$ cat config.mk
export PLATFORM = sky130hd
export DESIGN_NAME = rtr_regs
export DESIGN_NICKNAME = d
export VERILOG_FILES = /design/src/shared/rtr_pkg.sv /design/src/hdl/rtr_regs.sv /design/src/hdl/rtr_sigma_delta.sv
export SDC_FILE = /design/constraint.sdc
export NUM_CORES = 1
export LEC_CHECK = 0
export BUFFER_PORTS_ARGS = -buffer_cell sky130_fd_sc_hd__buf_2
export CAP_MARGIN = 40
export CORE_MARGIN = 2
export CORE_UTILIZATION = 40
export DETAILED_ROUTE_END_ITERATION = 7
export RECOVER_POWER = 50
export SYNTH_ARGS = -nofsm -noshare
export SYNTH_HDL_FRONTEND = slang
export SYNTH_SLANG_ARGS = --single-unit
$ cat constraint.sdc
create_clock -name clk_i -period 13.26 [get_ports clk_i]
set_clock_uncertainty 0.1 [all_clocks]
set_input_delay 1.326 -clock clk_i [delete_from_list [all_inputs] [get_ports clk_i]]
set_output_delay 1.326 -clock clk_i [all_outputs]
set_load 0.01 [all_outputs]
$ cat src/shared/rtr_pkg.sv
// rtr_pkg: register map, field layouts, reset values and carriers
// for the receive tuning register bank and its test dac.
// assumes a 32-bit classic wishbone bus with word-aligned registers.
package rtr_pkg;

   // ----------------------------------------------------------------
   // register byte offsets
   // ----------------------------------------------------------------
   localparam logic [7:0] RTR_PDTEST_OFS = 8'h00;
   localparam logic [7:0] RTR_GAINCTRL_OFS = 8'h04;
   localparam logic [7:0] RTR_FREQCORR_OFS = 8'h08;
   localparam logic [7:0] RTR_THRESH_OFS = 8'h0C;
   localparam logic [7:0] RTR_TESTMODE_OFS = 8'h10;
   localparam logic [7:0] RTR_DEMODTUNE_OFS = 8'h14;
   localparam logic [7:0] RTR_TESTDAC_OFS = 8'h18;
   localparam logic [7:0] RTR_CLKCTRL_OFS = 8'h1C;
   localparam logic [7:0] RTR_STATUS_OFS = 8'h20;

   // ----------------------------------------------------------------
   // field positions
   // ----------------------------------------------------------------
   localparam int RTR_TRSW_OFF_BIT = 11;
   localparam int RTR_LOW_LSB = 0;
   localparam int RTR_HIGH_LSB = 8;
   localparam int RTR_LNA_GAIN_LSB = 16;
   localparam int RTR_LOW_NOISE_AMP_GAIN_MODE_BIT = 25;
   localparam int RTR_SCALE_LSB = 0;
   localparam int RTR_KI_LSB = 12;
   localparam int RTR_KP_LSB = 16;
   localparam int RTR_LIMIT_LSB = 24;
   localparam int RTR_LOCK_BIT = 0;
   localparam int RTR_TMODE_LSB = 4;
   localparam int RTR_STRETCH_LSB = 0;
   localparam int RTR_LEAK_LSB = 4;
   localparam int RTR_PEAK_LSB = 8;
   localparam int RTR_DAC_OFS_LSB = 0;
   localparam int RTR_DAC_GAIN_LSB = 16;
   localparam int RTR_DAC_SEL_BIT = 20;
   localparam int RTR_DEMDIV_LSB = 0;
   localparam int RTR_RECDIV_LSB = 8;
   localparam int RTR_SEQDIV_LSB = 16;
   localparam int RTR_HALVE_BIT = 24;

   // ----------------------------------------------------------------
   // reset values and constants
   // ----------------------------------------------------------------
   localparam logic [6:0] RTR_LOW_RST = 7'h1E;    // 30
   localparam logic [6:0] RTR_HIGH_RST = 7'h46;   // 70
   localparam logic [3:0] RTR_KI_RST = 4'hB;      // 11
   localparam logic [2:0] RTR_KP_RST = 3'h4;      // 4
   localparam logic [11:0] RTR_SCALE_RST = 12'h000;
   localparam logic [7:0] RTR_LIMIT_RST = 8'h00;
   localparam logic [3:0] RTR_TUNE_KEY = 4'h9;
   localparam logic [1:0] RTR_LNA_GAIN30 = 2'h3;  // code of gain 30
   localparam logic [1:0] RTR_LNA_GAIN_CAP = 2'h2;
   localparam logic [15:0] RTR_STEP_HZ = 16'h01F4; // 500 Hz per step
   localparam logic [7:0] RTR_DEMDIV_RST = 8'h04;
   localparam logic [7:0] RTR_RECDIV_RST = 8'h08;
   localparam logic [7:0] RTR_SEQDIV_RST = 8'hC8;
   localparam logic [31:0] RTR_ZERO = 32'h0000_0000;

   // ----------------------------------------------------------------
   // carriers
   // ----------------------------------------------------------------
   typedef struct packed {
      logic low_noise_amp_gain_mode;
      logic [1:0] lna_gain;
      logic [6:0] high;
      logic [6:0] low;
   } rtr_gain_cfg_t;

   typedef struct packed {
      logic [7:0] limit;
      logic [2:0] kp;
      logic [3:0] ki;
      logic [11:0] scale;
   } rtr_freq_cfg_t;

   typedef struct packed {
      logic sel_corr;
      logic [3:0] gain;
      logic [15:0] offset;
   } rtr_dac_cfg_t;

   typedef struct packed {
      logic [3:0] peak;
      logic [3:0] leak;
      logic [3:0] stretch;
   } rtr_tune_t;

endpackage

$ cat src/hdl/rtr_regs.sv
// rtr_regs: receive tuning register bank with test dac path.
// assumes demod samples, rssi and sync detect come from clk_i logic.
`timescale 1ns/1ps
module rtr_regs
   import rtr_pkg::*;
#(
   parameter int SW = 16,
   parameter int RW = 7
) (
   input wire logic clk_i,
   input wire logic rst_i,
   // wishbone slave
   input wire logic wb_cyc_i,
   input wire logic wb_stb_i,
   input wire logic wb_we_i,
   input wire logic [7:0] wb_adr_i,
   input wire logic [3:0] wb_sel_i,
   input wire logic [31:0] wb_dat_i,
   output logic [31:0] wb_dat_o,
   output logic wb_ack_o,
   // receive path
   input wire logic signed [SW-1:0] lin_sample_i,
   input wire logic signed [SW-1:0] corr_sample_i,
   input wire logic [RW-1:0] rssi_i,
   input wire logic sync_det_i,
   input wire logic recovered_bit_i,
   // controls out
   output logic trsw_enable_o,
   output logic [1:0] lna_gain_o,
   output logic loop_hold_o,
   output logic demod_tick_o,
   output logic recovery_tick_o,
   output logic recovered_valid_o,
   output logic recovered_bit_o,
   output logic [11:0] tune_o,
   output logic [19:0] corr_range_hz_o,
   output logic swd_o
);

   // ----------------------------------------------------------------
   // helpers
   // ----------------------------------------------------------------
   // byte-lane merge for a wishbone write
   function automatic logic [31:0] merge(input logic [31:0] old,
                                         input logic [31:0] nw,
                                         input logic [3:0] sel);
      logic [31:0] r;
      r = old;
      for (int i = 0; i < 4; i++) begin
         if (sel[i]) r[i*8 +: 8] = nw[i*8 +: 8];
      end
      return r;
   endfunction

   // clamp a wide signed value into the sample width
   function automatic logic signed [SW-1:0] sat(
      input logic signed [SW+15:0] v);
      logic signed [SW+15:0] mx;
      mx = (SW+16)'((1 <<< (SW-1)) - 1);
      if (v > mx) return SW'(mx);
      else if (v < -mx - 1) return SW'(-mx - 1);
      else return SW'(v);
   endfunction

   // ----------------------------------------------------------------
   // bus decode
   // ----------------------------------------------------------------
   logic req;
   logic wr;
   logic ack_ff;
   logic [31:0] rdat_ff;
   logic [31:0] nxt_rdat;

   // request taken while ack is low; a write lands at the ack edge
   assign req = wb_cyc_i && wb_stb_i && !ack_ff;
   assign wr = wb_cyc_i && wb_stb_i && wb_we_i && ack_ff;

   // ----------------------------------------------------------------
   // register storage
   // ----------------------------------------------------------------
   logic [31:0] pdtest_ff;
   rtr_gain_cfg_t gain_ff;
   rtr_freq_cfg_t freq_ff;
   logic lock_ff;
   logic [3:0] tmode_ff;
   rtr_tune_t tune_ff;
   rtr_dac_cfg_t dac_ff;
   logic dac_on_ff;
   logic [7:0] demdiv_ff;
   logic [7:0] recdiv_ff;
   logic [7:0] seqdiv_ff;
   logic halve_ff;
   logic [31:0] wv;

   // merged write value of the addressed register
   always_comb begin
      case (wb_adr_i)
         RTR_PDTEST_OFS: wv = merge(pdtest_ff, wb_dat_i, wb_sel_i);
         RTR_GAINCTRL_OFS: wv = merge({6'h0, gain_ff.low_noise_amp_gain_mode,
            7'h0, gain_ff.lna_gain, 1'b0, gain_ff.high, 1'b0,
            gain_ff.low}, wb_dat_i, wb_sel_i);
         RTR_FREQCORR_OFS: wv = merge({freq_ff.limit, 5'h0,
            freq_ff.kp, freq_ff.ki, freq_ff.scale}, wb_dat_i, wb_sel_i);
         RTR_TESTDAC_OFS: wv = merge({11'h0, dac_ff}, wb_dat_i,
            wb_sel_i);
         RTR_CLKCTRL_OFS: wv = merge({7'h0, halve_ff, seqdiv_ff,
            recdiv_ff, demdiv_ff}, wb_dat_i, wb_sel_i);
         default: wv = merge(RTR_ZERO, wb_dat_i, wb_sel_i);
      endcase
   end

   // power-down test register; only the switch bit is kept
   always_ff @(posedge clk_i) begin
      if (rst_i) begin
         pdtest_ff <= RTR_ZERO;
      end else if (wr && wb_adr_i == RTR_PDTEST_OFS) begin
         pdtest_ff <= wv & (32'h1 << RTR_TRSW_OFF_BIT);
      end
   end

   // gain control thresholds and amplifier mode
   always_ff @(posedge clk_i) begin
      if (rst_i) begin
         gain_ff.low <= RTR_LOW_RST;
         gain_ff.high <= RTR_HIGH_RST;
         gain_ff.lna_gain <= RTR_LNA_GAIN30;
         gain_ff.low_noise_amp_gain_mode <= 1'b0;
      end else if (wr && wb_adr_i == RTR_GAINCTRL_OFS) begin
         gain_ff.low <= wv[RTR_LOW_LSB +: 7];
         gain_ff.high <= wv[RTR_HIGH_LSB +: 7];
         gain_ff.lna_gain <= wv[RTR_LNA_GAIN_LSB +: 2];
         gain_ff.low_noise_amp_gain_mode <= wv[RTR_LOW_NOISE_AMP_GAIN_MODE_BIT];
      end
   end

   // frequency correction settings; loop gains start at 11 and 4
   always_ff @(posedge clk_i) begin
      if (rst_i) begin
         freq_ff.scale <= RTR_SCALE_RST;
         freq_ff.ki <= RTR_KI_RST;
         freq_ff.kp <= RTR_KP_RST;
         freq_ff.limit <= RTR_LIMIT_RST;
      end else if (wr && wb_adr_i == RTR_FREQCORR_OFS) begin
         freq_ff.scale <= wv[RTR_SCALE_LSB +: 12];
         freq_ff.ki <= wv[RTR_KI_LSB +: 4];
         freq_ff.kp <= wv[RTR_KP_LSB +: 3];
         freq_ff.limit <= wv[RTR_LIMIT_LSB +: 8];
      end
   end

   // lock threshold, test mode key and tuning parameters
   always_ff @(posedge clk_i) begin
      if (rst_i) begin
         lock_ff <= 1'b0;
         tmode_ff <= 4'h0;
         tune_ff <= '0;
      end else if (wr) begin
         if (wb_adr_i == RTR_THRESH_OFS && wb_sel_i[0])
            lock_ff <= wb_dat_i[RTR_LOCK_BIT];
         if (wb_adr_i == RTR_TESTMODE_OFS && wb_sel_i[0])
            tmode_ff <= wb_dat_i[RTR_TMODE_LSB +: 4];
         if (wb_adr_i == RTR_DEMODTUNE_OFS && wb_sel_i[1:0] == 2'h3)
            tune_ff <= wb_dat_i[11:0];
      end
   end

   // test dac settings; any write to it switches the dac on
   always_ff @(posedge clk_i) begin
      if (rst_i) begin
         dac_ff <= '0;
         dac_on_ff <= 1'b0;
      end else if (wr && wb_adr_i == RTR_TESTDAC_OFS) begin
         dac_ff.offset <= wv[RTR_DAC_OFS_LSB +: 16];
         dac_ff.gain <= wv[RTR_DAC_GAIN_LSB +: 4];
         dac_ff.sel_corr <= wv[RTR_DAC_SEL_BIT];
         dac_on_ff <= 1'b1;
      end
   end

   // clock dividers and the radio halving select
   always_ff @(posedge clk_i) begin
      if (rst_i) begin
         demdiv_ff <= RTR_DEMDIV_RST;
         recdiv_ff <= RTR_RECDIV_RST;
         seqdiv_ff <= RTR_SEQDIV_RST;
         halve_ff <= 1'b0;
      end else if (wr && wb_adr_i == RTR_CLKCTRL_OFS) begin
         demdiv_ff <= wv[RTR_DEMDIV_LSB +: 8];
         recdiv_ff <= wv[RTR_RECDIV_LSB +: 8];
         seqdiv_ff <= wv[RTR_SEQDIV_LSB +: 8];
         halve_ff <= wv[RTR_HALVE_BIT];
      end
   end

   // ----------------------------------------------------------------
   // clock ticks: demod, recovery (from demod) and sequencer
   // ----------------------------------------------------------------
   // a divider of zero is treated as one to avoid a stuck tick
   logic [7:0] dem_cnt_ff;
   logic [7:0] rec_cnt_ff;
   logic [7:0] seq_cnt_ff;
   logic dem_tick_ff;
   logic rec_tick_ff;
   logic seq_tick_ff;
   logic dem_wrap;
   logic rec_wrap;
   logic seq_wrap;

   assign dem_wrap = dem_cnt_ff + 8'h1 >= demdiv_ff;
   assign rec_wrap = rec_cnt_ff + 8'h1 >= recdiv_ff;
   assign seq_wrap = seq_cnt_ff + 8'h1 >= seqdiv_ff;

   always_ff @(posedge clk_i) begin
      if (rst_i) begin
         dem_cnt_ff <= 8'h0;
         dem_tick_ff <= 1'b0;
      end else begin
         dem_cnt_ff <= dem_wrap ? 8'h0 : dem_cnt_ff + 8'h1;
         dem_tick_ff <= dem_wrap;
      end
   end

   // recovery clock counts demod ticks; divider one runs it at demod
   always_ff @(posedge clk_i) begin
      if (rst_i) begin
         rec_cnt_ff <= 8'h0;
         rec_tick_ff <= 1'b0;
      end else begin
         if (dem_wrap) rec_cnt_ff <= rec_wrap ? 8'h0 : rec_cnt_ff + 8'h1;
         rec_tick_ff <= dem_wrap && rec_wrap;
      end
   end

   always_ff @(posedge clk_i) begin
      if (rst_i) begin
         seq_cnt_ff <= 8'h0;
         seq_tick_ff <= 1'b0;
      end else begin
         seq_cnt_ff <= seq_wrap ? 8'h0 : seq_cnt_ff + 8'h1;
         seq_tick_ff <= seq_wrap;
      end
   end

   // recovered data is only valid while recovery runs below demod
   logic rec_valid_ff;
   logic rec_bit_ff;
   always_ff @(posedge clk_i) begin
      if (rst_i) begin
         rec_valid_ff <= 1'b0;
         rec_bit_ff <= 1'b0;
      end else begin
         rec_valid_ff <= recdiv_ff > 8'h1;
         rec_bit_ff <= (recdiv_ff > 8'h1) && recovered_bit_i;
      end
   end

   // ----------------------------------------------------------------
   // envelope threshold and gain control loop
   // ----------------------------------------------------------------
   logic [RW-1:0] env_ff;
   logic [1:0] gain_step_ff;
   logic [1:0] lna_ff;

   // envelope threshold tracks rssi peaks and leaks; lock freezes it
   always_ff @(posedge clk_i) begin
      if (rst_i) begin
         env_ff <= '0;
      end else if (!lock_ff && dem_tick_ff) begin
         if (rssi_i > env_ff) env_ff <= rssi_i;
         else if (env_ff != '0) env_ff <= env_ff - RW'(1);
      end
   end

   // gain steps once per sequencer tick between the two thresholds
   always_ff @(posedge clk_i) begin
      if (rst_i) begin
         gain_step_ff <= 2'h3;
      end else if (seq_tick_ff && !lock_ff) begin
         if (rssi_i < RW'(gain_ff.low) && gain_step_ff != 2'h3)
            gain_step_ff <= gain_step_ff + 2'h1;
         else if (rssi_i > RW'(gain_ff.high) && gain_step_ff != 2'h0)
            gain_step_ff <= gain_step_ff - 2'h1;
      end
   end

   // amplifier gain; the gain-30 code is withheld in the other mode
   always_ff @(posedge clk_i) begin
      if (rst_i) begin
         lna_ff <= 2'h0;
      end else begin
         lna_ff <= (gain_ff.low_noise_amp_gain_mode && gain_step_ff == RTR_LNA_GAIN30)
                   ? RTR_LNA_GAIN_CAP : gain_step_ff;
      end
   end

   // ----------------------------------------------------------------
   // correction range, tuning gate and switch control
   // ----------------------------------------------------------------
   logic [19:0] range_ff;
   logic [19:0] span;
   logic [11:0] tune_q_ff;
   logic trsw_ff;
   logic hold_ff;

   // limit times 500 Hz; product widened first so it cannot wrap
   assign span = 20'(freq_ff.limit) * 20'(RTR_STEP_HZ);

   // halved when the radio divides by two
   always_ff @(posedge clk_i) begin
      if (rst_i) begin
         range_ff <= '0;
      end else begin
         range_ff <= halve_ff ? span >> 1 : span;
      end
   end

   always_ff @(posedge clk_i) begin
      if (rst_i) begin
         tune_q_ff <= '0;
         trsw_ff <= 1'b1;
         hold_ff <= 1'b0;
      end else begin
         tune_q_ff <= (tmode_ff == RTR_TUNE_KEY) ? tune_ff : '0;
         trsw_ff <= !pdtest_ff[RTR_TRSW_OFF_BIT];
         hold_ff <= lock_ff;
      end
   end

   // ----------------------------------------------------------------
   // test dac path
   // ----------------------------------------------------------------
   logic signed [SW-1:0] pick_ff;
   logic signed [SW-1:0] scaled_ff;
   logic signed [SW+15:0] diff;
   logic sd_bit;
   logic swd_ff;

   // samples are taken on demod ticks, where the filters update
   always_ff @(posedge clk_i) begin
      if (rst_i) begin
         pick_ff <= '0;
      end else if (dem_tick_ff) begin
         pick_ff <= dac_ff.sel_corr ? corr_sample_i : lin_sample_i;
      end
   end

   // offset removal and power-of-two gain; saturates at full scale
   always_comb begin
      diff = (SW+16)'(pick_ff) - (SW+16)'($signed(dac_ff.offset));
      diff = diff <<< dac_ff.gain;
   end

   always_ff @(posedge clk_i) begin
      if (rst_i) begin
         scaled_ff <= '0;
      end else begin
         scaled_ff <= sat(diff);
      end
   end

   // modulator advances on recovery ticks
   rtr_sigma_delta #(
      .W(SW)
   ) u_sd (
      .clk_i(clk_i),
      .rst_i(rst_i),
      .run_i(dac_on_ff),
      .tick_i(rec_tick_ff),
      .x_i(scaled_ff),
      .bit_o(sd_bit)
   );

   // pin carries the bitstream only while the dac is on
   always_ff @(posedge clk_i) begin
      if (rst_i) begin
         swd_ff <= 1'b0;
      end else begin
         swd_ff <= dac_on_ff ? sd_bit : sync_det_i;
      end
   end

   // ----------------------------------------------------------------
   // read back and acknowledge
   // ----------------------------------------------------------------
   always_comb begin
      case (wb_adr_i)
         RTR_PDTEST_OFS: nxt_rdat = pdtest_ff;
         RTR_GAINCTRL_OFS: nxt_rdat = {6'h0, gain_ff.low_noise_amp_gain_mode, 7'h0,
            gain_ff.lna_gain, 1'b0, gain_ff.high, 1'b0, gain_ff.low};
         RTR_FREQCORR_OFS: nxt_rdat = {freq_ff.limit, 5'h0, freq_ff.kp,
            freq_ff.ki, freq_ff.scale};
         RTR_THRESH_OFS: nxt_rdat = {31'h0, lock_ff};
         RTR_TESTMODE_OFS: nxt_rdat = {24'h0, tmode_ff, 4'h0};
         RTR_DEMODTUNE_OFS: nxt_rdat = {20'h0, tune_ff};
         RTR_TESTDAC_OFS: nxt_rdat = {11'h0, dac_ff};
         RTR_CLKCTRL_OFS: nxt_rdat = {7'h0, halve_ff, seqdiv_ff,
            recdiv_ff, demdiv_ff};
         RTR_STATUS_OFS: nxt_rdat = {range_ff, 2'h0, lna_ff,
            4'h0, rec_valid_ff, hold_ff, dac_on_ff, 1'b0};
         default: nxt_rdat = RTR_ZERO;
      endcase
   end

   // one wait state; ack drops in the cycle after it was given
   always_ff @(posedge clk_i) begin
      if (rst_i) begin
         ack_ff <= 1'b0;
         rdat_ff <= RTR_ZERO;
      end else begin
         ack_ff <= req;
         rdat_ff <= req ? nxt_rdat : RTR_ZERO;
      end
   end

   assign wb_ack_o = ack_ff;
   assign wb_dat_o = rdat_ff;
   assign trsw_enable_o = trsw_ff;
   assign lna_gain_o = lna_ff;
   assign loop_hold_o = hold_ff;
   assign demod_tick_o = dem_tick_ff;
   assign recovery_tick_o = rec_tick_ff;
   assign recovered_valid_o = rec_valid_ff;
   assign recovered_bit_o = rec_bit_ff;
   assign tune_o = tune_q_ff;
   assign corr_range_hz_o = range_ff;
   assign swd_o = swd_ff;

endmodule // rtr_regs

$ cat src/hdl/rtr_sigma_delta.sv
// rtr_sigma_delta: second-order error feedback one-bit modulator.
// assumes x_i holds steady between ticks; advances only on tick_i.
`timescale 1ns/1ps
module rtr_sigma_delta
   import rtr_pkg::*;
#(
   parameter int W = 16
) (
   input wire logic clk_i,
   input wire logic rst_i,
   input wire logic run_i,
   input wire logic tick_i,
   input wire logic signed [W-1:0] x_i,
   output logic bit_o
);

   localparam int AW = W + 4;
   localparam logic signed [AW-1:0] FS = AW'(1 <<< (W-1));

   logic signed [AW-1:0] err1_ff;
   logic signed [AW-1:0] err2_ff;
   logic signed [AW-1:0] v;
   logic signed [AW-1:0] q;
   logic bit_ff;

   // loop sum: input plus shaped error of the last two samples
   always_comb begin
      v = AW'(x_i) + (err1_ff <<< 1) - err2_ff;
      q = (v >= 0) ? FS : -FS;
   end

   // error history; held at zero while stopped so a restart is clean
   always_ff @(posedge clk_i) begin
      if (rst_i || !run_i) begin
         err1_ff <= '0;
         err2_ff <= '0;
      end else if (tick_i) begin
         err1_ff <= v - q;
         err2_ff <= err1_ff;
      end
   end

   // output bit
   always_ff @(posedge clk_i) begin
      if (rst_i || !run_i) begin
         bit_ff <= 1'b0;
      end else if (tick_i) begin
         bit_ff <= (v >= 0);
      end
   end

   assign bit_o = bit_ff;

endmodule // rtr_sigma_delta

# [Yosys cells after proc, flatten, opt, wreduce, memory -nomap -nowiden]
# Index checks and enable logic that the tools add are counted.
[totals] register_bits=283 latch_bits=0 ram_bits=0 mem_bits_ro=0 inputBits=90 output_inout_bits=74 elab_cells=159 n_memories=0
[classes] add_sub_neg=9 n_mul=1 n_div=0 order_cmp=9 eq_ne=14 shifts=1 muxes=32 bitwise_logic=3 n_reduce_logical=40
[ops] op="$pmux 32 s9" n=1
[ops] op="$mux 8" n=21
[ops] op="$pmux 32 s5" n=1
[ops] op="$mux 16" n=3
[ops] op="$sub 20x20->20" n=2
[ops] op="$eq 8x5->1 const B" n=4
[ops] op="$gt 32x16->1 const B" n=1
[ops] op="$lt 32x16->1 const B" n=1
[ops] op="$sshl 17x4->32" n=1
[ops] op="$add 8x1->8 const B" n=3
[ops] op="$ge 8x8->1" n=3
[ops] op="$add 16x20->20" n=1
[ops] op="$ge 20x1->1 const B" n=1
[ops] op="$mux 20" n=1
[ops] op="$logic_and 1x1->1" n=18
[ops] op="$sub 16x16->17" n=1
[ops] op="$eq 8x4->1 const B" n=2
[ops] op="$reduce_or 2->1" n=8
[ops] op="$mul 8x7->15 const B" n=1
[ops] op="$mux 15" n=1
[ops] op="$reduce_and 2->1" n=6
[ops] op="$eq 8x3->1 const B" n=1
[ops] op="$eq 8x6->1 const B" n=1
[ops] op="$gt 8x1->1 const B" n=1
[ops] op="other kinds (14)" n=25

# [Longest topological paths before layout]
[logic_depth] depth_word=5 mapped_depth=22 ltp_nobuf=22

# [Hierarchy]
# A second synthesis with hierarchy kept.
[hier_totals] cells_unflattened=1984 area_unflattened_um2=16907.5
[by_module_without_submodules] mod="rtr_regs" n_inst=1 cells_each=1624 area_per_inst_um2=13798.2 seq_area_each_um2=4764.6
[by_module_without_submodules] mod="rtr_sigma_delta" n_inst=1 cells_each=360 area_per_inst_um2=3109.2 seq_area_each_um2=820.8

# [Least setup slack after synthesis]
# Ideal clock, no wire load.
[synth_path] path_type="flip-flop to flip-flop" startpoint="register freq_ff[21] (netlist bit)" endpoint="register range_ff[15], in the netlist corr_range_hz_o[15]" setup_time_ns=0.062 arrival_ns=4.565 setup_slack_ns=8.532 path_stages_with_launch=18 path_buffers=0 path_cell_list="dfxtp_1 fa_1 inv_1 fa_1 fa_1 inv_1 fa_1 ha_1 inv_1 o21bai_1 a21oi_1 o21bai_1 a21oi_1 o21bai_1 a21oi_1 o21ai_0 or4b_2 nand3_1"
[synth_via] elab_chain_len=2
[synth_lines] element="start: declaration" line="rtr_regs.sv:83" source="rtr_freq_cfg_t freq_ff;"
[synth_lines] element="$mul 8x7->15" line="rtr_regs.sv:306" source="assign span = 20'(freq_ff.limit) * 20'(RTR_STEP_HZ);"
[synth_lines] element="$mux 16" line="rtr_regs.sv:313" source="range_ff <= halve_ff ? span >> 1 : span;"
[synth_lines] element="end signal: assignment" line="rtr_regs.sv:313"
[synth_lines] element="end: declaration" line="rtr_regs.sv:299" source="logic [19:0] range_ff;"
# No other way between the ends.
# A chain may end at the register's enable or synchronous reset.

==> results_dict.tcl <==
set metrics [dict create \
    row_count 74 \
    status "complete, but fails checks" \
    dp_slack_ps 7920 \
    drc 0 \
    synth-seq-cells 279 \
    maxSlewViolCount 266 \
    drt_iter0_markers 897 \
    die_width_um 208 \
    fin_ws_ps 5730 \
    final_nets 2320 \
    grt_pass1_wl_um 72200 \
    path_clk_slew_ps 60 \
    cap_viol_max_count 5 \
    utilization_pct 46.2 \
    place.gp.congestion 0.857 \
    drive_above_1_share_pct 9.74 \
    ff_latch_area_um2 5590 \
    hold_viol 0 \
    p_total_mw 3.41 \
    fill_cells 4053 \
    antenna_found_initial 5 \
    routedWlPerCell_um 17.0 \
    synth-xor-area-share_pct 2.79 \
    tightest_slew_ps 4430 \
    start_kind "input port" \
    avgViaCountPerCell 5.34 \
    core-area_um2 40900 \
    regToRegEndpoint "u_sd.err1_ff[18]" \
    syn-cell-area_um2 16600 \
    final_antenna_net_count 0 \
    hold_depth 1 \
    cp.required_ps 13590 \
    cts_made_buffers 34 \
    worstSkewPairLatency_ps 550 \
    hp-start "pdtest_ff[11]" \
    grt_usage_pct 20.4 \
    violations "max-capacitance violations, max-slew violations" \
    peakVddDrop_mv 0.112 \
    grt.overflow.total 0 \
    yosysUniqueCellTypes 87 \
    ioPinCount 164 \
    hp-class "register to register" \
    synth_area_per_cell_um2 8.47 \
    post-cts-setup-buffers 0 \
    synthCells 1964 \
    critPathKind "input port to register" \
    r2r_cells 22 \
    synth_adder_area_share_pct 13.8 \
    die_area_um2 43200 \
    r2r-start "u_sd.err1_ff[0]" \
    synth-compound-area-share_pct 18.0 \
    initial_utilization_pct 40.6 \
    clockBufferDepth 3 \
    placed_area_um2 17900 \
    p_per_area_nw_per_um2 180 \
    slew_headroom_pct -195 \
    fmax_mhz 133 \
    arrival_ps 7870 \
    muxShareOfSynthArea_pct 7.76 \
    cts_max_level 2 \
    syn_to_final_growth_pct 13.8 \
    dp_hpwl_um 33400 \
    drt-pass1-iter-count 5 \
    cts.repair.resized 0 \
    holdPathEnd "trsw_enable_o" \
    rsz0062_at_grt "false" \
    power_leakage_nw 7.85 \
    grt_pass1_vias 13400 \
    grt_max_degree 91 \
    io_buffer_count 159 \
    period_share_pct 56.8 \
    yosysSeqAreaShare_pct 33.6 \
    vias 14000 \
    synth_flop_cell "dfxtp_1" \
    synth_top_family_by_area "compound AO/OA/AOI/OAI gates" \
    cts_tree "yes" \
    cp-end-kind "register" \
    holdBufCountCts 0 \
    finalWirelength_um 44600 \
    fin_crit_ps 7530 \
    synth-edff-count 0 \
    async_flop_share_pct 0 \
    setup_viol 0 \
    design_area_um2 18900 \
    multi_input_area_um2 9960 \
    critPathMaxFanout 90 \
    yosys.area_share.simple_pct 17.4 \
    root_buffer "clkbuf_16" \
    ff2ff_setup_slack_ps 7730 \
    fin_tns_setup_ps 0 \
    yosysWarnings 0 \
    clkSinkCount 279 \
    die_h_um 208 \
]
[cells in the final DEF (no fill, tap or decap), drive strengths merged, types with 19 or more instances in the layout]
master  instances
and2           32
nand3          38
inv           170
a211oi         36
fa             43
clkbuf        116
nand2         116
nor3           29
mux2i         112
nand2b         19
a21oi         143
dfxtp         279
nor2          315
ha            115
a21o           28
xnor2          36
o21ai          53
buf           108
nor2b          23
[critical path, cell delays in order]
cell and delay [ps]:
clkbuf_1 2960, clkbuf_1 2560, a41oi_1 420, and2_1 390
[stage by stage]
| stage | instances | hold WS (ps) |
|---|---|---|
| 5_1_grt | 2627 | 356 |
| 3_5_place_dp | 2568 | 314 |
| 6_report | 2628 | 340 |
| 4_1_cts | 2627 | 328 |
| 2_1_floorplan | 1967 | 283 |
| 3_3_place_gp | 2560 | 309 |
[how the worst max path moves through the flow]
stage	startpoint	to	slack, ps	cells after the start
after floorplan	freq_ff[21]	corr_range_hz_o[15]	8530	17
after global placement	u_sd.err1_ff[0]	u_sd.err1_ff[18]	8150	22
after detailed placement	u_sd.err1_ff[0]	u_sd.err1_ff[18]	7920	22
after CTS	u_sd.err1_ff[0]	u_sd.err1_ff[18]	7900	22
after global routing	rst_i	recovered_bit_o	5130	4
final	rst_i	recovered_bit_o	5730	4
[layer usage]
metal / global-route usage (%) / part of all wire (%) / vias to the layer above
met5: 0 / 0.029 / -
met4: 6.29 / 2.7 / 2
met3: 3.87 / 5.5 / 77
met2: 31.8 / 44 / 324
met1: 28.4 / 47 / 6615
li1: - / - / 7005
[area by class of cell]
type	count	share of cell area (%)
Multi-Input combinational cell	1408	52.6
Sequential cell	279	29.5
Timing Repair Buffer	181	4.96
Clock buffer	43	4.94
Tap cell	532	3.52
Inverter	168	3.33
Clock inverter	16	1.12
Antenna cell	1	0.0132
[logic make-up after synthesis]
family / after synthesis
and+or+nand+nor: 639
AOI/OAI and AO/OA: 430
buffers and inverters: 280
DFF: 279
adders and majority gates: 158
muxes: 124
xor gates and xnor gates: 53
other: 1
[cell usage after synthesis, drive strengths merged, types with 6 or more instances]
library cell,n,area [um^2]
or3,7,43.8
dfxtp,279,5590
or2,6,37.5
o21a,10,75.1
a211oi,36,270
nand3b,6,45.0
nand3,38,190
fa,43,861
a21oi,143,731
xnor2,36,315
nor3,29,156
o211ai,8,60.1
a221o,16,160
mux2i,112,1120
nor2,315,1190
a22oi,11,82.6
and3,17,106
xor2,17,149
a31oi,8,50.1
inv,167,627
o21bai,13,97.6
nand4,6,37.5
nor4,8,50.1
buf,25,141
and2,32,200
a21o,28,210
a32o,9,90.1
a221oi,10,87.6
nor2b,23,144
o41ai,6,60.1
o21ai,53,292
o31ai,8,65.1
mux2,9,101
clkbuf,87,328
ha,115,1440
a211o,17,150
nand2,116,435
nand2b,19,119
[report_power, final]
group	total, mW	leakage [nW]	switching, mW	internal (mW)
registers	0.911	2.26	0.0234	0.888
logic	1.54	5.04	0.890	0.654
clock network	0.953	0.552	0.388	0.565
[state kept, by name, indices dropped and copies added (netlist names), 12 cells and up]
register,flops
corr_range_hz_o,16
gain_ff,17
freq_ff,27
scaled_ff,16
tune_ff,12
u_sd.err1_ff,20
wb_dat_o,32
dac_ff,21
u_sd.err2_ff,20
tune_o,12
pick_ff,16
Power figures use the tool's default switching activity.
